## src/verilog/byte_timer_defs.vh

```
// How it works
// Stopped low counter keeps its match buffer equal to the low reload; running reloads at zero.
// Same for the high counter with the high reload register.
// Split mode: each byte raises a match signal when its count equals its match buffer; cascaded, both signals need both bytes to match.
// Low count byte is a read-only 8-bit up-counter stepped by the prescaler pulse, or by event ticks in split mode with event clock.
// High byte steps on low overflow when cascaded, on prescaler pulse when split.
// Read-select bit 3 maps capture values onto the two counter addresses.
// Split mode: upper enable bit 7 low holds high counter at zero, buffer tracking.
// Split mode: upper match flag bit 6 sets when running high count becomes zero.
// Split mode: bit 5 and upper match flag request the timer interrupt.
// Bit 4 low gives one cascaded 16-bit counter, high gives two 8-bit timers.
// Run bit 2 low holds timer at zero with buffer tracking; split mode: low only.
// Match flag bit 1 sets when the running timer becomes zero; software clears it.
// Enable bit 0 and match flag request the timer interrupt.
// Capture select codes pick event lines 0, 2, 4, 5 for the low capture.
// Split mode: high capture uses event lines 1, 3, 5, 4.
// Upper capture flag sets on high capture in split mode only.
// Lower capture flag sets on low capture, or on the joint 16-bit capture.
// Software clears each capture flag after reading its capture value.
// Capture enable bit 0 with either capture flag requests the interrupt.
// Clock select picks system clock, event input, slow or fast oscillator.
// Event select bit 5 picks event line 2 or event line 3.
// Prescaler emits one pulse every divider field plus one count clocks.
// Prescaler pulses when count equals divider; clears when stopped or on a pulse.
// In 16-bit mode a capture copies both counter bytes at once.
// Each interrupt request stays high while its flag and enable are both set; the upper one only in split mode.
`ifndef BYTE_TIMER_DEFS_VH
`define BYTE_TIMER_DEFS_VH
`define ADR_LOW_RELOAD 16'h7F18
`define ADR_HIGH_RELOAD 16'h7F19
`define ADR_LOW_COUNT 16'h7F1A
`define ADR_HIGH_COUNT 16'h7F1B
`define ADR_RUN_CTRL 16'h7F1C
`define ADR_CAPT_CTRL 16'h7F1D
`define ADR_CLK_CTRL 16'h7F1E
`define RC_UPPER_EN 7
`define RC_UPPER_FLAG 6
`define RC_UPPER_IE 5
`define RC_SPLIT 4
`define RC_RDSEL 3
`define RC_RUN 2
`define RC_FLAG 1
`define RC_IE 0
`define CC_SEL_HI 4
`define CC_SEL_LO 3
`define CC_UFLAG 2
`define CC_LFLAG 1
`define CC_IE 0
`define CC_WMASK 8'h1F
`define KC_COUNT_CLOCK_SELECT_HI 7
`define KC_COUNT_CLOCK_SELECT_LO 6
`define KC_EVSEL 5
`define KC_PR_HI 3
`define KC_PR_LO 0
`define KC_WMASK 8'hEF
`define CK_SYS 2'h0
`define CK_EVENT 2'h1
`define CK_SLOW 2'h2
`define CK_FAST 2'h3
`define BYTE_ZERO 8'h00
`define BYTE_ONE 8'h01
`define BYTE_MAX 8'hFF
`define PR_ZERO 4'h0
`define PR_ONE 4'h1
`endif

```

## src/verilog/edge_sync.v

```verilog
`timescale 1ns/1ns
// Three-stage synchroniser; a rising edge counts once stages two and three agree high.
module edge_sync (
  input wire clk_sys_i, // System clock.
  input wire rst_i, // Synchronous reset.
  input wire d_i, // Asynchronous input.
  output reg rise_o // One-cycle pulse on a settled rising edge.
);
  reg s1_q;
  reg s2_q;
  reg s3_q;
  reg lvl_q;

  always @(posedge clk_sys_i) begin
    if (rst_i) begin
      s1_q <= 1'b0;
      s2_q <= 1'b0;
      s3_q <= 1'b0;
      lvl_q <= 1'b0;
      rise_o <= 1'b0;
    end else begin
      s1_q <= d_i;
      s2_q <= s1_q;
      s3_q <= s2_q;
      rise_o <= 1'b0;
      if (s2_q == s3_q) begin
        lvl_q <= s3_q;
        rise_o <= s3_q & ~lvl_q;
      end
    end
  end
endmodule

```

## src/verilog/byte_timer.v

```verilog
// Chosen here: the Wishbone register port.
`timescale 1ns/1ns
`include "byte_timer_defs.vh"
module byte_timer (
  input wire clk_sys_i, // System clock, 100 MHz.
  input wire rst_i, // Synchronous reset, active high.
  input wire [31:0] adr_i, // Wishbone byte address.
  input wire [31:0] dat_i, // Wishbone write data.
  output reg [31:0] dat_o, // Wishbone read data.
  input wire [3:0] sel_i, // Wishbone byte selects.
  input wire we_i, // Wishbone write enable.
  input wire cyc_i, // Wishbone cycle.
  input wire stb_i, // Wishbone strobe.
  output reg ack_o, // Wishbone acknowledge.
  output reg err_o, // Wishbone error on unmapped address.
  input wire event_line_0_i, // External event line 0.
  input wire event_line_1_i, // External event line 1.
  input wire event_line_2_i, // External event line 2.
  input wire event_line_3_i, // External event line 3.
  input wire event_line_4_i, // External event line 4.
  input wire event_line_5_i, // External event line 5.
  input wire slow_oscillator_i, // Slow oscillator input.
  input wire fast_oscillator_i, // Fast oscillator input.
  output wire low_match_o, // Low byte match signal.
  output wire high_match_o, // High byte match signal.
  output wire irq_o // Interrupt request, level.
);
  // Each event line and oscillator enters through a synchroniser.
  wire [7:0] pin_rise;
  wire [7:0] pin_raw;
  assign pin_raw = {fast_oscillator_i, slow_oscillator_i, event_line_5_i, event_line_4_i,
                    event_line_3_i, event_line_2_i, event_line_1_i, event_line_0_i};
  genvar gi;
  generate
    for (gi = 0; gi < 8; gi = gi + 1) begin : g_sync
      edge_sync u_sync (
        .clk_sys_i(clk_sys_i),
        .rst_i(rst_i),
        .d_i(pin_raw[gi]),
        .rise_o(pin_rise[gi])
      );
    end
  endgenerate

  reg [7:0] low_reload_q;
  reg [7:0] high_reload_q;
  reg [7:0] run_ctrl_q;
  reg [7:0] capt_ctrl_q;
  reg [7:0] clk_ctrl_q;
  reg [7:0] low_count_q;
  reg [7:0] high_count_q;
  reg [7:0] low_buf_q;
  reg [7:0] high_buf_q;
  reg [7:0] low_capt_q;
  reg [7:0] high_capt_q;
  reg [3:0] pre_q;

  wire split = run_ctrl_q[`RC_SPLIT];
  wire run_lo = run_ctrl_q[`RC_RUN];
  wire run_hi_en = run_ctrl_q[`RC_UPPER_EN];
  wire [1:0] count_clock_select = clk_ctrl_q[`KC_COUNT_CLOCK_SELECT_HI:`KC_COUNT_CLOCK_SELECT_LO];
  wire [3:0] pr = clk_ctrl_q[`KC_PR_HI:`KC_PR_LO];
  wire [1:0] csel = capt_ctrl_q[`CC_SEL_HI:`CC_SEL_LO];

  // Low counter runs on the run bit; in split mode the high counter runs on its own bit.
  wire low_run = run_lo;
  wire high_run = split ? run_hi_en : run_lo;
  wire pre_run = low_run | (split & run_hi_en);

  // Event count source.
  wire ev_tick = clk_ctrl_q[`KC_EVSEL] ? pin_rise[3] : pin_rise[2];

  reg pre_tick;
  always @* begin
    case (count_clock_select)
      `CK_SYS: pre_tick = 1'b1;
      `CK_EVENT: pre_tick = split ? 1'b1 : ev_tick;
      `CK_SLOW: pre_tick = pin_rise[6];
      `CK_FAST: pre_tick = pin_rise[7];
      default: pre_tick = 1'b0;
    endcase
  end

  wire pre_match = pre_run & pre_tick & (pre_q == pr);
  // In split mode with event clock the low byte counts events directly.
  wire low_step = (split && count_clock_select == `CK_EVENT) ? ev_tick : pre_match;

  wire low_hit = (low_count_q == low_buf_q);
  wire high_hit = (high_count_q == high_buf_q);
  wire full_hit = low_hit & high_hit;
  assign low_match_o = low_run & (split ? low_hit : full_hit);
  assign high_match_o = high_run & (split ? high_hit : full_hit);

  // In cascaded mode the 16-bit match wraps both bytes to zero.
  wire low_wrap = low_run & low_step & low_match_o;
  wire low_ovf = low_run & low_step & (low_count_q == `BYTE_MAX);
  wire high_step = split ? pre_match : (low_ovf & ~low_wrap);
  wire high_wrap = split ? (high_run & high_step & high_match_o) : low_wrap;

  reg [7:0] low_count_d;
  reg [7:0] high_count_d;
  always @* begin
    low_count_d = low_count_q;
    if (!low_run || low_wrap)
      low_count_d = `BYTE_ZERO;
    else if (low_step)
      low_count_d = low_count_q + `BYTE_ONE;
    high_count_d = high_count_q;
    if (!high_run || high_wrap)
      high_count_d = `BYTE_ZERO;
    else if (high_step)
      high_count_d = high_count_q + `BYTE_ONE;
  end

  wire low_zero = low_run & (low_count_d == `BYTE_ZERO) & (low_count_q != `BYTE_ZERO);
  wire high_zero = high_run & (high_count_d == `BYTE_ZERO) & (high_count_q != `BYTE_ZERO);
  wire low_flag_set = split ? low_zero : (low_zero & high_count_d == `BYTE_ZERO);
  wire low_flag_ev = low_flag_set | (low_wrap & low_count_q == `BYTE_ZERO);
  wire high_flag_ev = split & (high_zero | (high_wrap & high_count_q == `BYTE_ZERO));

  // Capture triggers.
  reg lo_cap;
  reg hi_cap;
  always @* begin
    case (csel)
      2'h0: lo_cap = pin_rise[0];
      2'h1: lo_cap = pin_rise[2];
      2'h2: lo_cap = pin_rise[4];
      2'h3: lo_cap = pin_rise[5];
      default: lo_cap = 1'b0;
    endcase
    if (!split)
      hi_cap = lo_cap;
    else begin
      case (csel)
        2'h0: hi_cap = pin_rise[1];
        2'h1: hi_cap = pin_rise[3];
        2'h2: hi_cap = pin_rise[5];
        2'h3: hi_cap = pin_rise[4];
        default: hi_cap = 1'b0;
      endcase
    end
  end

  // Register bus decode; data for byte-addressed registers sits in the low lane.
  wire req = cyc_i & stb_i & ~ack_o & ~err_o;
  wire [15:0] adr = adr_i[15:0];
  wire mapped = (adr_i[31:16] == 16'h0000) && (adr >= `ADR_LOW_RELOAD) && (adr <= `ADR_CLK_CTRL);
  wire wr = req & mapped & we_i & sel_i[0];
  wire [7:0] wd = dat_i[7:0];

  reg [7:0] rd;
  always @* begin
    case (adr)
      `ADR_LOW_RELOAD: rd = low_reload_q;
      `ADR_HIGH_RELOAD: rd = high_reload_q;
      `ADR_LOW_COUNT: rd = run_ctrl_q[`RC_RDSEL] ? low_capt_q : low_count_q;
      `ADR_HIGH_COUNT: rd = run_ctrl_q[`RC_RDSEL] ? high_capt_q : high_count_q;
      `ADR_RUN_CTRL: rd = run_ctrl_q;
      `ADR_CAPT_CTRL: rd = capt_ctrl_q;
      `ADR_CLK_CTRL: rd = clk_ctrl_q;
      default: rd = `BYTE_ZERO;
    endcase
  end

  always @(posedge clk_sys_i) begin
    if (rst_i) begin
      ack_o <= 1'b0;
      err_o <= 1'b0;
      dat_o <= 32'h00000000;
    end else begin
      ack_o <= req & mapped;
      err_o <= req & ~mapped;
      dat_o <= (req & mapped & ~we_i) ? {24'h000000, rd} : 32'h00000000;
    end
  end

  // Flags: a hardware set in the same cycle as a software clear wins.
  reg [7:0] run_ctrl_d;
  reg [7:0] capt_ctrl_d;
  always @* begin
    run_ctrl_d = run_ctrl_q;
    if (wr && adr == `ADR_RUN_CTRL)
      run_ctrl_d = wd;
    if (low_flag_ev)
      run_ctrl_d[`RC_FLAG] = 1'b1;
    if (high_flag_ev)
      run_ctrl_d[`RC_UPPER_FLAG] = 1'b1;
    capt_ctrl_d = capt_ctrl_q;
    if (wr && adr == `ADR_CAPT_CTRL)
      capt_ctrl_d = wd & `CC_WMASK;
    if (split ? lo_cap : (lo_cap & hi_cap))
      capt_ctrl_d[`CC_LFLAG] = 1'b1;
    if (split & hi_cap)
      capt_ctrl_d[`CC_UFLAG] = 1'b1;
  end

  always @(posedge clk_sys_i) begin
    if (rst_i) begin
      low_reload_q <= `BYTE_ZERO;
      high_reload_q <= `BYTE_ZERO;
      run_ctrl_q <= `BYTE_ZERO;
      capt_ctrl_q <= `BYTE_ZERO;
      clk_ctrl_q <= `BYTE_ZERO;
      low_count_q <= `BYTE_ZERO;
      high_count_q <= `BYTE_ZERO;
      low_buf_q <= `BYTE_ZERO;
      high_buf_q <= `BYTE_ZERO;
      low_capt_q <= `BYTE_ZERO;
      high_capt_q <= `BYTE_ZERO;
      pre_q <= `PR_ZERO;
    end else begin
      if (wr && adr == `ADR_LOW_RELOAD)
        low_reload_q <= wd;
      if (wr && adr == `ADR_HIGH_RELOAD)
        high_reload_q <= wd;
      if (wr && adr == `ADR_CLK_CTRL)
        clk_ctrl_q <= wd & `KC_WMASK;
      run_ctrl_q <= run_ctrl_d;
      capt_ctrl_q <= capt_ctrl_d;
      low_count_q <= low_count_d;
      high_count_q <= high_count_d;
      if (!pre_run || pre_match)
        pre_q <= `PR_ZERO;
      else if (pre_tick)
        pre_q <= pre_q + `PR_ONE;
      if (!low_run || low_count_d == `BYTE_ZERO)
        low_buf_q <= low_reload_q;
      if (!high_run || high_count_d == `BYTE_ZERO)
        high_buf_q <= high_reload_q;
      if (lo_cap)
        low_capt_q <= low_count_q;
      if (hi_cap)
        high_capt_q <= high_count_q;
    end
  end

  wire irq_timer = run_ctrl_q[`RC_IE] & run_ctrl_q[`RC_FLAG];
  wire irq_upper = split & run_ctrl_q[`RC_UPPER_IE] & run_ctrl_q[`RC_UPPER_FLAG];
  wire irq_capt = capt_ctrl_q[`CC_IE] & (capt_ctrl_q[`CC_UFLAG] | capt_ctrl_q[`CC_LFLAG]);
  assign irq_o = irq_timer | irq_upper | irq_capt;
endmodule

```

## config.mk

```make
export PLATFORM = sky130hd
export DESIGN_NAME = byte_timer
export DESIGN_NICKNAME = d
export VERILOG_FILES = /design/src/verilog/edge_sync.v /design/src/verilog/byte_timer.v
export VERILOG_INCLUDE_DIRS = /design/src /design/src/verilog
export SDC_FILE = /design/constraint.sdc
export NUM_CORES = 1
export LEC_CHECK = 0
export ABC_AREA = 1
export BUFFER_PORTS_ARGS = -buffer_cell sky130_fd_sc_hd__buf_2
export CAP_MARGIN = 30
export CORE_AREA = 2 2 127 129
export DETAILED_ROUTE_END_ITERATION = 10
export DIE_AREA = 0 0 129 131
export GPL_TIMING_DRIVEN = 0
export PLACE_DENSITY = 0.66
export SYNTH_ARGS = -nofsm -noshare
export SYNTH_HDL_FRONTEND = slang
export SYNTH_SLANG_ARGS = --single-unit
```

## constraint.sdc

```tcl
create_clock -name clk_sys_i -period 3.5 [get_ports clk_sys_i]
set_input_delay 0.525 -clock clk_sys_i [delete_from_list [all_inputs] [get_ports clk_sys_i]]
set_output_delay 0.525 -clock clk_sys_i [all_outputs]
set_load 0.01 [all_outputs]
```

# After elaboration in Yosys (flattened, before gate mapping)
# Index checks and enable logic that the tools add are counted.
dict set report classes {
  n_reduce_logical 39
  n_eq_ne 25
  n_addsub 3
  mux 27
  magnitude_cmp 2
  bitwise 70
}
# operator n
set op_table {}
lappend op_table {{$eq A16 B15 Y1 const B} 7}
lappend op_table {{$pmux W8 S7} 1}
lappend op_table {{$mux W8} 6}
lappend op_table {{$and A1 B1 Y1} 42}
lappend op_table {{$logic_not A8 Y1} 4}
lappend op_table {{$not A1 Y1} 22}
lappend op_table {{$reduce_or A2 Y1} 10}
lappend op_table {{$add A8 B1 Y8 const B} 2}
lappend op_table {{$eq A8 B8 Y1} 2}
lappend op_table {{$ge A16 B15 Y1 const B} 1}
lappend op_table {{$le A16 B15 Y1 const B} 1}
lappend op_table {{$logic_not A16 Y1} 1}
lappend op_table {{$reduce_bool A8 Y1} 2}
lappend op_table {{$mux W1} 15}
lappend op_table {{$pmux W1 S4} 3}
lappend op_table {{$eq A1 B1 Y1} 8}
lappend op_table {{$eq A2 B2 Y1 const B} 4}
lappend op_table {{$eq A8 B8 Y1 const B} 1}
lappend op_table {{$logic_and A1 B1 Y1} 8}
lappend op_table {{$reduce_bool A2 Y1} 4}
lappend op_table {{$mux W7} 1}
lappend op_table {{$or A1 B1 Y1} 6}
lappend op_table {{$logic_or A1 B1 Y1} 5}
lappend op_table {{$add A4 B1 Y4 const B} 1}
lappend op_table {{other kinds (5)} 9}
dict set report totals {
  regBits 162
  out_inout_bits 37
}

# Longest topological paths before layout
# Gate-level depths: netlist (run 1).
dict set report depth {
  word_depth 22
  ltp_mapped 21
  depth_no_buf 20
}

# Modules after synthesis
# Synthesis (run 1) repeated with hierarchy kept, for this count alone.
dict set report hier_totals {
  cells_unflattened 935
  hier_area_um2 6700.2
}
# mod area_per_inst_um2 instances cells_per_inst seq_area_each_um2
set modules_own_cells {}
lappend modules_own_cells {byte_timer 5469.0 1 799 1961.9}
lappend modules_own_cells {edge_sync 153.9 8 17 100.1}

# Worst setup path before layout (run 1)
# Ideal clock, no wire load.
dict set report synth_timing {
  path_kind {input port to flip-flop}
  startpoint {input adr_i[14]}
  endpoint {register run_ctrl_q[1]}
  setup_slack_ns 1.223
  required_time_ns 3.367
  path_stages 12
  t_arrival_ns 2.145
  n_path_buf 1
  cell_sequence {nand2_1 nor3b_1 nand3_1 nor2_1 inv_1 nor3_1 inv_1 nor2_1 inv_1 buf_2 a211oi_1 a21oi_1}
}
dict set report synth_via {
  elab_chain_len 8
  elab_cells_between_ends 10
  classes_between {order compare (2); eq/ne (1); bitwise (3); reduce/logical (4)}
}
# element line_no
set synth_rtl {}
lappend synth_rtl {{from (decl)} byte_timer.v:7} ;# input wire [31:0] adr_i,
lappend synth_rtl {{$ge A16 B15 Y1 (no line)} -}
lappend synth_rtl {{$logic_and A1 B1 Y1 (2 in a row)} byte_timer.v:148} ;# wire mapped = (adr_i[31:16] == 16'h0000) && (adr >= `ADR_LOW_RELOAD) && (adr <= `ADR_CLK_CTRL);
lappend synth_rtl {{$and A1 B1 Y1 (3 in a row)} byte_timer.v:149} ;# wire wr = req & mapped & we_i & sel_i[0];
lappend synth_rtl {{$logic_and A1 B1 Y1 (no line) (*)} -}
lappend synth_rtl {{$reduce_bool A2 Y1 (no line) (*)} -}
lappend synth_rtl {{to (signal assigned)} byte_timer.v:202} ;# run_ctrl_q <= `BYTE_ZERO;
lappend synth_rtl {{to (signal assigned)} byte_timer.v:219} ;# run_ctrl_q <= run_ctrl_d;
lappend synth_rtl {{to (decl)} byte_timer.v:47} ;# reg [7:0] run_ctrl_q;
# Every way passes the cells marked *; elsewhere a longest branch is shown, timed or not.
# A chain may end at the register's enable or synchronous reset.

# Worst setup path after layout (run 1)
dict set report layout_timing {
  startpoint {register run_ctrl_q[4]}
  endpoint {register high_buf_q[1]}
}
dict set report layout_via {
  elab_chain_len 17
  elab_cells_between_ends 28
  classes_between {mux (10); bitwise (13); reduce/logical (5)}
}
# element line_no
set layout_rtl {}
lappend layout_rtl {{$mux W1 or $and A1 B1 Y1 (tied branches)} {byte_timer.v:77, byte_timer.v:68}}
lappend layout_rtl {{$pmux W1 S4 or $or A1 B1 Y1 (tied branches)} {byte_timer.v:75, byte_timer.v:68}}
lappend layout_rtl {{$and A1 B1 Y1 (2 in a row)} byte_timer.v:84} ;# wire pre_match = pre_run & pre_tick & (pre_q == pr);
lappend layout_rtl {{$mux W1} byte_timer.v:86} ;# wire low_step = (split && count_clock_select == `CK_EVENT) ? ev_tick : pre_match;
lappend layout_rtl {{$and A1 B1 Y1} {byte_timer.v:95, byte_timer.v:96}}
lappend layout_rtl {{$and A1 B1 Y1} byte_timer.v:95} ;# wire low_wrap = low_run & low_step & low_match_o;
lappend layout_rtl {{$not A1 Y1} byte_timer.v:97} ;# wire high_step = split ? pre_match : (low_ovf & ~low_wrap);
lappend layout_rtl {{$and A1 B1 Y1} byte_timer.v:97}
lappend layout_rtl {{$mux W1} byte_timer.v:97}
lappend layout_rtl {{$and A1 B1 Y1 (2 in a row)} byte_timer.v:98} ;# wire high_wrap = split ? (high_run & high_step & high_match_o) : low_wrap;
lappend layout_rtl {{$mux W1} byte_timer.v:98}
lappend layout_rtl {{$logic_or A1 B1 Y1} byte_timer.v:109} ;# if (!high_run || high_wrap)
lappend layout_rtl {{$mux W8} byte_timer.v:109}
lappend layout_rtl {{$logic_not A8 Y1 (no line)} -}
lappend layout_rtl {{$logic_or A1 B1 Y1 (no line) (*)} -}
lappend layout_rtl {{to (signal assigned)} byte_timer.v:208} ;# high_buf_q <= `BYTE_ZERO;
lappend layout_rtl {{to (signal assigned)} byte_timer.v:230} ;# high_buf_q <= high_reload_q;
lappend layout_rtl {{to (decl)} byte_timer.v:53} ;# reg [7:0] high_buf_q;
# Marks and branches as above.

==> results.md, run 1 <==
* Yosys warns at 0
* Vias in the first global route at approximately 5,300
* CTS tree: done
* Die W at about 130 um
* Static Leak at approximately 0.0034 uW
* Setup violators final at 0
* TritonRoute pass-1 iters at 4
* Mapped cell area at 6530 um2
* Fmax at ~0.37 GHz
* Post-synthesis sequential area ratio at between 40 and 50%
* Async set-or-reset flop fraction in the synthesized netlist at 0%
* Clk sink count at 138
* Synth unique cells at 44
* Detailed placement HPWL at about 13,000 um
* Nets at 1,097
* Data arrival, critical path at approximately 3.0 ns
* R2r setup slk at 0.77 ns
* Slew Viols, Final at 0
* CP max stage cell: dfxtp_1
* Largest delay share family, worst path: simple AND/OR/NAND/NOR gates
* Resized cells post-CTS at 0
* Status: complete, no violations
* WL final at 17,500 um
* Worst hold start: event_line_4_i
* Die height at about 130 um
* WP buf/inv at 2
* Worst min-delay path class: in -> reg
* Mux cell area share after synthesis at 0%
* Die area at roughly 17,000 um2
* CP max FO at 9
* RR Startpoint: run_ctrl_q[4]
* Routed Antenna Nets at 0
* Area Overhead vs Synth at 18.9%
* Post-synth top flop: dfxtp_1
* Clock Power Share at between 40 and 50%
* Crit path top cell by count: nor2_2
* Post-Syn Instances at roughly 900
* Max Cap Viol at 0
* Worst Setup SP: run_ctrl_q[4]
* Post-Synth Adder-Cell Area at less than 1%
* TNS Setup at 0 ns
* Worst Path Required at around 3.8 ns
* Post-synth EDFFs at 0
* Complex-gate fraction of the synthesized area at around 18%
* Initial core utilization at 41.9%
* Layout cells sized above 1 at approximately 17%
* DR vias at a little over 6,000
* CP max stage delay at approximately 0.45 ns
* Finished Cell Area at 7770 um2
* Area after DPL at just over 7000 um2
* Internal Power at 2570 uW
* Psw at 813 uW
* Worst-margin pin slew at about 1.0 ns
* DRC errors left at 0
* # Post-CTS Setup Buffers at 0
* Yosys reg bits at about 140
* Final Hold Viols at 0
* Simple-gate share of the synthesized area at around a quarter
* Slew HR at between 30% and 40%
* CP Cell Sequence: inv_1 > nor2_2 > inv_1 > o21ai_0 > nand3_1 > nor2_2 > nand3_4 > nand2_2 > nand2_1 > nand3_1 > nand2_1 > nor2_2 > nand2_2 > o21ai_0 > a21oi_1
* CTS HTree Levels at 4
* Power Dens Cells at around 440 nW/um2
* Vias per cell at ~4.9
* Row count at 46
* Fin crit period at 2.73 ns
* Clk buf depth at 2
* Clock transition at path regs at roughly 0.060 ns
* Reg power frac at between 40% and 50%
* First-pass GRT wire length at around 27,000 um
* Core area at around 16,000 um2
* Antenna violations before repair at 0
* Detailed-route wire length per cell at around 14 um
* Pin count of the biggest net entering global routing at 17
* Setup crit start kind: flop
* Final Skew at approximately 0.0075 ns
* Filler Cells Inserted at ~1,500
* Sw frac at roughly a quarter
* Port bufs at 66
* Setup CP Type: reg -> reg
* Ports at around 120
* Ant. Diodes at 0
* DR iter-0 viols at 479
* Clock Root Buffer: clkbuf_16
* Worst Setup End Kind: flop
* Tcrit/Tclk final at 78.0%
* Num CTS Buffers at 17
* CTS Hold Bufs at 0
* RD Place Congestion at a little over 0.9
* RSZ-0062 raised after global routing: no
* Multi-input gate area at slightly above 3000 um2
* Largest family of logic cells by synthesized area: simple AND/OR/NAND/NOR gates
* XOR/XNOR share of the synthesized area at 2.01%
* Gate power share at about 3.8%
* Total global-route track usage at 21.2%
* Reg area at roughly 2800 um2
* Clock insertion delay at the later pin of the skew report at roughly 0.43 ns
* Gr ovfl total at 0
* Maximum vdd drop at around 0.00037 V
* Syn Area/Cell at around 7.2 um2
-- registers in the layout, indices dropped and copies added (netlist names) --
| signal | count |
|---|---|
| ack_o | 1 |
| capt_ctrl_q | 5 |
| clk_ctrl_q | 7 |
| dat_o | 8 |
| err_o | 1 |
| g_sync.u_sync.lvl_q | 8 |
| g_sync.u_sync.rise_o | 8 |
| g_sync.u_sync.s1_q | 8 |
| g_sync.u_sync.s2_q | 8 |
| g_sync.u_sync.s3_q | 8 |
| high_buf_q | 8 |
| high_capt_q | 8 |
| high_count_q | 8 |
| high_reload_q | 8 |
| low_buf_q | 8 |
| low_capt_q | 8 |
| low_count_q | 8 |
| low_reload_q | 8 |
| pre_q | 4 |
| run_ctrl_q | 8 |
-- worst paths after layout --
path	end	cells past startpoint
worst max-delay path	high_buf_q[1]	15
worst min-delay path	g_sync[4].u_sync.s1_q	3
worst max register to register	high_buf_q[1]	15
worst min register to register	g_sync[3].u_sync.s2_q	2
-- cell usage in the layout, fill, tap and decap left out, types with 10 or more instances in the layout --
cell       synthesis  layout
nor4_1            10      10
nor2_1           117     117
buf_2              2      68
o22ai_1           11      11
nand2_1          150     150
a211oi_1          25      25
nand4_1           10      10
nand2_2           10      10
conb_1             1      24
nor3_1            10      10
o21ai_0           69      69
dfxtp_1          138     138
clkbuf_16          0      17
buf_4             25      25
clkbuf_1          15      15
a21oi_1           62      62
nand3_1           38      38
inv_1            125     125
-- per-layer routing --
| metal | track usage [%] | share of wire (%) | vias to the layer above |
|---|---|---|---|
| li1 | - | - | 3122 |
| met1 | 27.2 | 45 | 2733 |
| met2 | 34.5 | 46 | 196 |
| met3 | 4.23 | 6.8 | 33 |
| met4 | 9.97 | 3.1 | 0 |
| met5 | 0 | 0 | - |
-- cell usage after synthesis, types with 3 or more instances --
cell type | count | area (um2)
a221oi_1 | 5 | 43.8
nor3_1 | 10 | 50.1
nor2_1 | 117 | 439
nand3_1 | 38 | 190
o21ai_1 | 5 | 25.0
nand2_2 | 10 | 62.6
o21ai_0 | 69 | 345
nand4_1 | 10 | 62.6
a21oi_1 | 62 | 310
nor2_4 | 4 | 45.0
o22ai_1 | 11 | 68.8
ha_1 | 5 | 62.6
nand2_1 | 150 | 563
clkbuf_1 | 15 | 56.3
a22o_1 | 4 | 35.0
buf_4 | 25 | 188
xor2_1 | 9 | 78.8
a211oi_1 | 25 | 188
buf_6 | 3 | 33.8
xnor2_1 | 6 | 52.6
dfxtp_1 | 138 | 2760
nor2_2 | 8 | 50.1
inv_2 | 8 | 30.0
nor3_2 | 3 | 30.0
nor4_1 | 10 | 62.6
inv_1 | 125 | 469
-- worst min-delay path, delay by kind of cell --
family	cells	cell delay [ns]
and+or+nand+nor	1	0.06
buffers and inverters	2	0.10
-- power groups by stage --
stage | logic, uW | registers, uW | clock network, uW
CTS | 129 | 1590 | 1700
global placement | 127 | 1620 | 0
global route | 145 | 1590 | 1770
detailed placement | 128 | 1620 | 0
finish | 129 | 1590 | 1670
floorplan | 71.9 | 1620 | 0
-- cell type report --
type	instances	share of cell area, %
Sequential cell	138	35.6
Buffer	48	3.90
Clock buffer	18	5.65
Clock inverter	13	1.40
Multi-Input combinational cell	606	39.3
Tap cell	216	3.48
Timing Repair Buffer	66	4.25
Inverter	134	6.47
-- metrics by stage --
step	std cells	total power (uW)	hold WS [ns]	util [%]	worst slack, ns
2_1_floorplan	926	1690	0.388	-	1.22
3_3_place_gp	1208	1750	0.391	46.3	0.612
3_5_place_dp	1208	1750	0.393	46.3	0.595
4_1_cts	1239	3420	0.277	49.8	0.763
5_1_grt	1239	3510	0.288	49.8	0.601
6_report	1239	3390	0.291	49.8	0.772
-- logic make-up (layout without fill, tap and decap cells) --
family                   count (synthesis)  after routing
AO/OA/AOI/OAI                          196            196
XOR/XNOR                                15             15
adder cells (fa/ha/maj)                  5              5
buffers and inverters                  182            279
flip-flops                             138            138
other                                    1             24
AND/OR/NAND/NOR                        366            366
No activity file was read; power rests on OpenSTA's default activity.
==> run 2: changes to the inputs <==
- clock period: 3.5 -> 2.6 ns (I/O delays scaled with it)
==> results.md, run 2 (same netlist as run 1, synthesis figures left out) <==
* Gate power share at 3.8% (about the same)
* DR iter-0 viols at 532 (+11%)
* Clock Root Buffer: clkbuf_16
* Max Cap Viol at 0 (unchanged)
* Clock insertion delay at the later pin of the skew report at 0.43 ns (about the same)
* Reg power frac at 47.0% (about the same)
* Commonest non-fill, non-tap cell in the layout: nand2_1
* Pwr Total at 4550 uW (+35%)
* Fin util at 50.8% (+0.95 points)
* CTS tree: done
* Maximum vdd drop at 0.000499 V (+35%)
* Vias per cell at 4.93 (+0.50%)
* Global routing's busiest layer: met2
* Most frequent cells in the layout: nand2_1, dfxtp_1, inv_1
* Num CTS Buffers at 17 (unchanged)
* R2r setup slk at 0.14 ns (-0.64 ns)
* Gr ovfl total at 0 (unchanged)
* M1 GR Usage at 27.2% (unchanged)
* Row count at 46 (unchanged)
* Fin crit period at 2.46 ns (-0.264 ns)
* Area Overhead vs Synth at 21.2%
* Initial core utilization at 41.9% (unchanged)
* Tcrit/Tclk final at 94.8% (+17 points)
* Final Hold Viols at 0 (unchanged)
* Psw at 1090 uW (+34%)
* Ant. Diodes at 0 (unchanged)
* Worst reg2reg path endpoint: high_buf_q[7]
* Antenna violations before repair at 0 (unchanged)
* Inst Count DP at 1,208 (unchanged)
* RR Startpoint: high_count_q[7]
* Die height at 131 um (unchanged)
* Power Dens Cells at 575 nW/um2 (+32%)
* FF-to-FF path depth at 20 (+5)
* Total global-route track usage at 21.2% (about the same)
* Final Skew at 0.0101 ns (+0.00267 ns)
* TritonRoute pass-1 iters at 7 (+3)
* Clock Power Share at 49.2% (about the same)
* Detailed-route wire length per cell at 14.4 um (+2.3%)
* First-pass GRT wire length at 27,200 um (about the same)
* Ports at 118 (unchanged)
* Slew HR at 52.5% (+20 points)
* CP max FO at 10 (+1)
* Static Leak at 0.00344 uW (+1.6%)
* Setup crit start kind: flop
* Non-filler cells, final at 1,246 (+0.56%)
* Detailed placement HPWL at 13,300 um (unchanged)
* Worst min-delay path class: in -> reg
* Routed Antenna Nets at 0 (unchanged)
* Clock transition at path regs at 0.06 ns (about the same)
* Worst Path Required at 2.96 ns (-0.85 ns)
* Clk sink count at 138 (unchanged)
* Worst hold start: event_line_4_i
* Status: complete, no violations
* GRT met2 Usage at 34.6% (about the same)
* Global-route met3 utilization at 4.23% (unchanged)
* Port bufs at 66 (unchanged)
* Core area at 15,600 um2 (unchanged)
* Setup violators final at 0 (unchanged)
* Filler Cells Inserted at 1,533 (-0.065%)
* CTS HTree Levels at 4 (unchanged)
* Sw frac at 24.0% (-0.043 points)
* End of the worst hold path: g_sync[4].u_sync.s1_q
* Data arrival, critical path at 2.83 ns (-0.20 ns)
* RD Place Congestion at 0.906 (unchanged)
* Hold Crit Depth at 3 (unchanged)
* Vias in the first global route at 5,298 (+0.094%)
* Pin count of the biggest net entering global routing at 17 (unchanged)
* Fmax at 0.406 GHz (+11%)
* Die W at 129 um (unchanged)
* Layout cells sized above 1 at 19.9% (+3.3 points)
* WL final at 18,000 um (+2.9%)
* RSZ-0062 raised after global routing: yes
* Internal Power at 3460 uW (+35%)
* Nets at 1,104 (+0.64%)
* Clk buf depth at 2 (unchanged)
* Die area at 16,900 um2 (unchanged)
* Worst Setup End Kind: flop
* Setup CP Type: reg -> reg
* Worst-margin pin slew at 0.713 ns (-0.284 ns)
* DR vias at 6,149 (+1.1%)
* DRC errors left at 0 (unchanged)
* CTS Hold Bufs at 0 (unchanged)
* Slew Viols, Final at 0 (unchanged)
run 2: power by group through the flow:
stage	logic [uW]	registers (uW)	clock network, uW
6_report	175	2140	2240
5_1_grt	195	2140	2380
4_1_cts	173	2140	2290
3_5_place_dp	172	2190	0
3_3_place_gp	171	2190	0
2_1_floorplan	96.8	2180	0
run 2: worst max-delay path by stage:
stage | depth (start not counted) | slack (ns) | start | endpoint
floorplan | 18 | 0.44 | low_count_q[0] | high_buf_q[6]
global placement | 12 | -0.15 | adr_i[15] | run_ctrl_q[1]
detailed placement | 12 | -0.17 | adr_i[15] | run_ctrl_q[1]
CTS | 20 | 0.03 | high_count_q[6] | high_buf_q[7]
global route | 19 | -0.05 | pre_q[2] | low_buf_q[7]
finish | 20 | 0.14 | high_count_q[7] | high_buf_q[7]
run 2: repair_timing:
| item | in CTS | in global routing |
|---|---|---|
| pin swaps | 1 | 9 |
| gates resized for setup | 6 | 32 |
| gates cloned | 0 | 2 |
| setup buffers | 1 | 5 |
| endpoints found under the setup margin | 8 | 28 |
run 2: through the flow:
stage	worst slack (ns)	cell area [um2]	hold WS [ns]	TNS, ns
6_report	0.136	7920	0.154	0
2_1_floorplan	0.438	6620	0.388	0
3_3_place_gp	-0.153	7220	0.391	-0.649
5_1_grt	-0.0479	7920	0.153	-0.142
4_1_cts	0.0286	7780	0.142	0
3_5_place_dp	-0.170	7220	0.393	-1.64
run 2: routing by layer:
| metal | vias to the layer above | share of wire (%) |
|---|---|---|
| met4 | 0 | 3.4 |
| met5 | - | 0 |
| met1 | 2748 | 44 |
| met3 | 40 | 6.8 |
| met2 | 215 | 46 |
| li1 | 3146 | - |
run 2: critical path: stages, from the launching register on:
cell     delay [ns]
dfxtp_1        0.35
inv_1          0.13
nand2_1        0.08
nand2_1        0.07
nor2_2         0.14
nand2_2        0.07
nor2_4         0.14
nor2_2         0.07
nor2_4         0.13
nand2_4        0.13
buf_4          0.16
nand3_2        0.08
nand3_1        0.07
nand2_1        0.07
nand2_1        0.07
nand2_1        0.13
nor2_4         0.06
nand2_4        0.09
buf_6          0.16
o21ai_2        0.07
a21oi_2        0.13
run 2: layout make-up:
cell class	count	area (um2)	share of cell area, %
tap	216	270	3.41
clock inverter	13	109	1.37
buffer	47	299	3.78
multi-input combinational	608	3150	39.7
clock buffer	18	439	5.55
timing repair buffer	72	375	4.74
inverter	134	503	6.35
sequential	138	2780	35.1
==> run 3: changes to the inputs <==
- CORE_AREA: 2 2 127 129 -> 2 2 128 130
- DIE_AREA: 0 0 129 131 -> 0 0 130 132
- SYNTH_HIERARCHICAL: default -> 1
==> results.md, run 3 <==
* Status: complete, no violations
* TritonRoute pass-1 iters at 5 (-2)
* Num CTS Buffers at 17 (unchanged)
* Worst Setup End Kind: flop
* CP max FO at 10 (unchanged)
* Total global-route track usage at 21.7% (+0.43 points)
* Power Dens Cells at 587 nW/um2 (+2.1%)
* Antenna violations before repair at 0 (unchanged)
* Clock Root Buffer: clkbuf_16
* Setup violators final at 0 (unchanged)
* Mapped cell area at 6700 um2 (+2.5%)
* Post-synthesis sequential area ratio at 41.2% (-1.1 points)
* Worst Path Required at 2.93 ns (-0.03 ns)
* Slew HR at 48.5% (-4.0 points)
* Data arrival, critical path at 2.82 ns (about the same)
* Setup crit start kind: flop
* Max Cap Viol at 0 (unchanged)
* DRC errors left at 0 (unchanged)
* Pwr Total at 4790 uW (+5.2%)
* Final Skew at 0.00733 ns (-0.00281 ns)
* Port bufs at 66 (unchanged)
* Yosys reg bits at 138 (unchanged)
* Clock insertion delay at the later pin of the skew report at 0.43 ns (about the same)
* Post-synth top flop: dfxtp_1
* Die area at 17,200 um2 (+1.5%)
* Worst min-delay path class: in -> reg
* Clock transition at path regs at 0.06 ns (about the same)
* Commonest non-fill, non-tap cell in the layout: nand2_1
* Most frequent cells in the layout: nand2_1, dfxtp_1, inv_1
* Gr ovfl total at 0 (unchanged)
* Yosys warns at 6 (+6)
* CTS Hold Bufs at 0 (unchanged)
* Area Overhead vs Synth at 21.8%
* Top post-synthesis cells by area: dfxtp_1, nand2_1, inv_1
* Clk sink count at 138 (unchanged)
* Die height at 132 um (+0.76%)
* Vias in the first global route at 5,541 (+4.6%)
* CTS HTree Levels at 4 (unchanged)
* RSZ-0062 raised after global routing: yes
* Tcrit/Tclk final at 95.7% (+0.95 points)
* Gate power share at 3.7% (about the same)
* Fmax at 0.402 GHz (-0.99%)
* Detailed placement HPWL at 13,500 um (+1.7%)
* Static Leak at 0.00379 uW (+10%)
* DR iter-0 viols at 533 (+0.19%)
* Ant. Diodes at 0 (unchanged)
* Syn Area/Cell at 7.17 um2 (-0.96%)
* Finished Cell Area at 8160 um2 (+3.0%)
* Synth top area share at 41.2% (-1.1 points)
* Slew Viols, Final at 0 (unchanged)
* Synth unique cells at 48 (+9.1%)
* Routed Antenna Nets at 0 (unchanged)
* Clock Power Share at 51.7% (+2.5 points)
* Post-synth EDFFs at 0 (unchanged)
* Row count at 46 (unchanged)
* Post-Syn Instances at 935 (+3.5%)
* Vias per cell at 4.95 (+0.40%)
* Synth area leader: dfxtp_1
* Sw frac at 21.9% (-2.1 points)
* WL final at 18,400 um (+2.0%)
* Internal Power at 3740 uW (+8.0%)
* Pin count of the biggest net entering global routing at 26 (+9)
* Maximum vdd drop at 0.000495 V (-0.80%)
* Layout cells sized above 1 at 20.5% (+0.62 points)
* Nets at 1,140 (+3.3%)
* Worst-margin pin slew at 0.768 ns (+0.0552 ns)
* Reg power frac at 44.6% (-2.4 points)
* Detailed-route wire length per cell at 14.3 um (-0.93%)
* Core area at 15,700 um2 (+0.74%)
* Commonest cells post-synth: nand2_1, dfxtp_1, inv_1, nor2_1, o21ai_0
* Count leader, synth: nand2_1
* Die W at 130 um (+0.78%)
* Clk buf depth at 2 (unchanged)
* Fin crit period at 2.49 ns (+0.0247 ns)
* Async set-or-reset flop fraction in the synthesized netlist at 0% (unchanged)
* CTS tree: done
* Area after DPL at 7390 um2 (+2.3%)
* Final Hold Viols at 0 (unchanged)
* RD Place Congestion at 0.937 (+3.4%)
* DR vias at 6,357 (+3.4%)
* Initial core utilization at 42.6% (+0.75 points)
* Setup CP Type: reg -> reg
* Ports at 118 (unchanged)
* First-pass GRT wire length at 28,700 um (+5.4%)
* Psw at 1050 uW (-3.9%)
==> run 3: final timing paths <==
path	from	endpoint	slack, ns	cells past startpoint
worst max register to register	run_ctrl_q[2]	high_buf_q[6]	0.11	19
worst min-delay path	event_line_4_i	g_sync[4].u_sync/s1_q	0.16	3
worst max-delay path	run_ctrl_q[2]	high_buf_q[6]	0.11	19
worst min register to register	g_sync[6].u_sync/s1_q	g_sync[6].u_sync/s2_q	0.40	2
==> run 3: routing by layer <==
metal	global-route usage [%]	share of wire, %
met2	33.1	45
met4	8.24	2.4
met3	5.52	7.6
met1	29.3	45
met5	0	0
==> run 3: through the flow <==
| stage | hold WS [ns] | setup TNS (ns) | utilization (%) | worst slack [ns] | std cells |
|---|---|---|---|---|---|
| after CTS | 0.155 | 0 | 50.9 | 0.0216 | 1272 |
| after global routing | 0.160 | -0.133 | 51.9 | -0.0252 | 1283 |
| final | 0.160 | 0 | 51.9 | 0.111 | 1283 |
| after floorplan | 0.388 | 0 | - | 0.446 | 958 |
| after global placement | 0.389 | -2.16 | 47.0 | -0.184 | 1240 |
| after detailed placement | 0.392 | -2.64 | 47.0 | -0.185 | 1240 |
==> run 3: worst max-delay path, cell delays in order, from the launching register on <==
cell and delay, ns:
dfxtp_1 0.32, buf_6 0.12, inv_2 0.06, nand2_2 0.11, nand3_1 0.10, nor2_2 0.17
nand3_4 0.13, nand2_4 0.10, nand3_4 0.08, nor2_4 0.17, nand3_4 0.14, nand3_1 0.10
nand2_1 0.06, nand2_1 0.10, nand2_2 0.08, nor2_4 0.12, nand2_4 0.10, buf_6 0.15
o21ai_2 0.13, a21oi_2 0.04
==> run 3: final cells by class <==
cell class	instances	area [um2]
repair buffers	76	405
plain buffers	45	280
inverters	141	534
clock inverters	10	141
flip-flops and latches	138	2780
multi-input cells	634	3290
repair inverters	1	5.00
fillers	1539	7550
clock buffers	22	454
well taps	216	270
==> run 3: power by group through the flow <==
| stage | clock network [uW] | registers, uW | logic [uW] |
|---|---|---|---|
| 2_1_floorplan | 0 | 2180 | 102 |
| 3_5_place_dp | 0 | 2190 | 172 |
| 4_1_cts | 2490 | 2140 | 173 |
| 5_1_grt | 2590 | 2140 | 197 |
| 3_3_place_gp | 0 | 2190 | 170 |
| 6_report | 2480 | 2140 | 176 |
==> run 3: cell families (layout without fill, tap and decap cells) <==
kind of cell	count (synthesis)	in the layout	synth area share, %
buf+inv	187	295	12.1
simple gates	379	380	26.3
compound gates	208	208	17.1
flops	138	138	41.2
other cells	1	24	0.0560
xor+xnor	17	17	2.22
fa+ha+maj	5	5	0.934
==> run 3: repair_timing <==
item	4_1_cts	5_1_grt
gates cloned	0	2
endpoints found under the setup margin	16	22
resized for setup	5	29
pin swaps	0	12
setup buffers	0	10
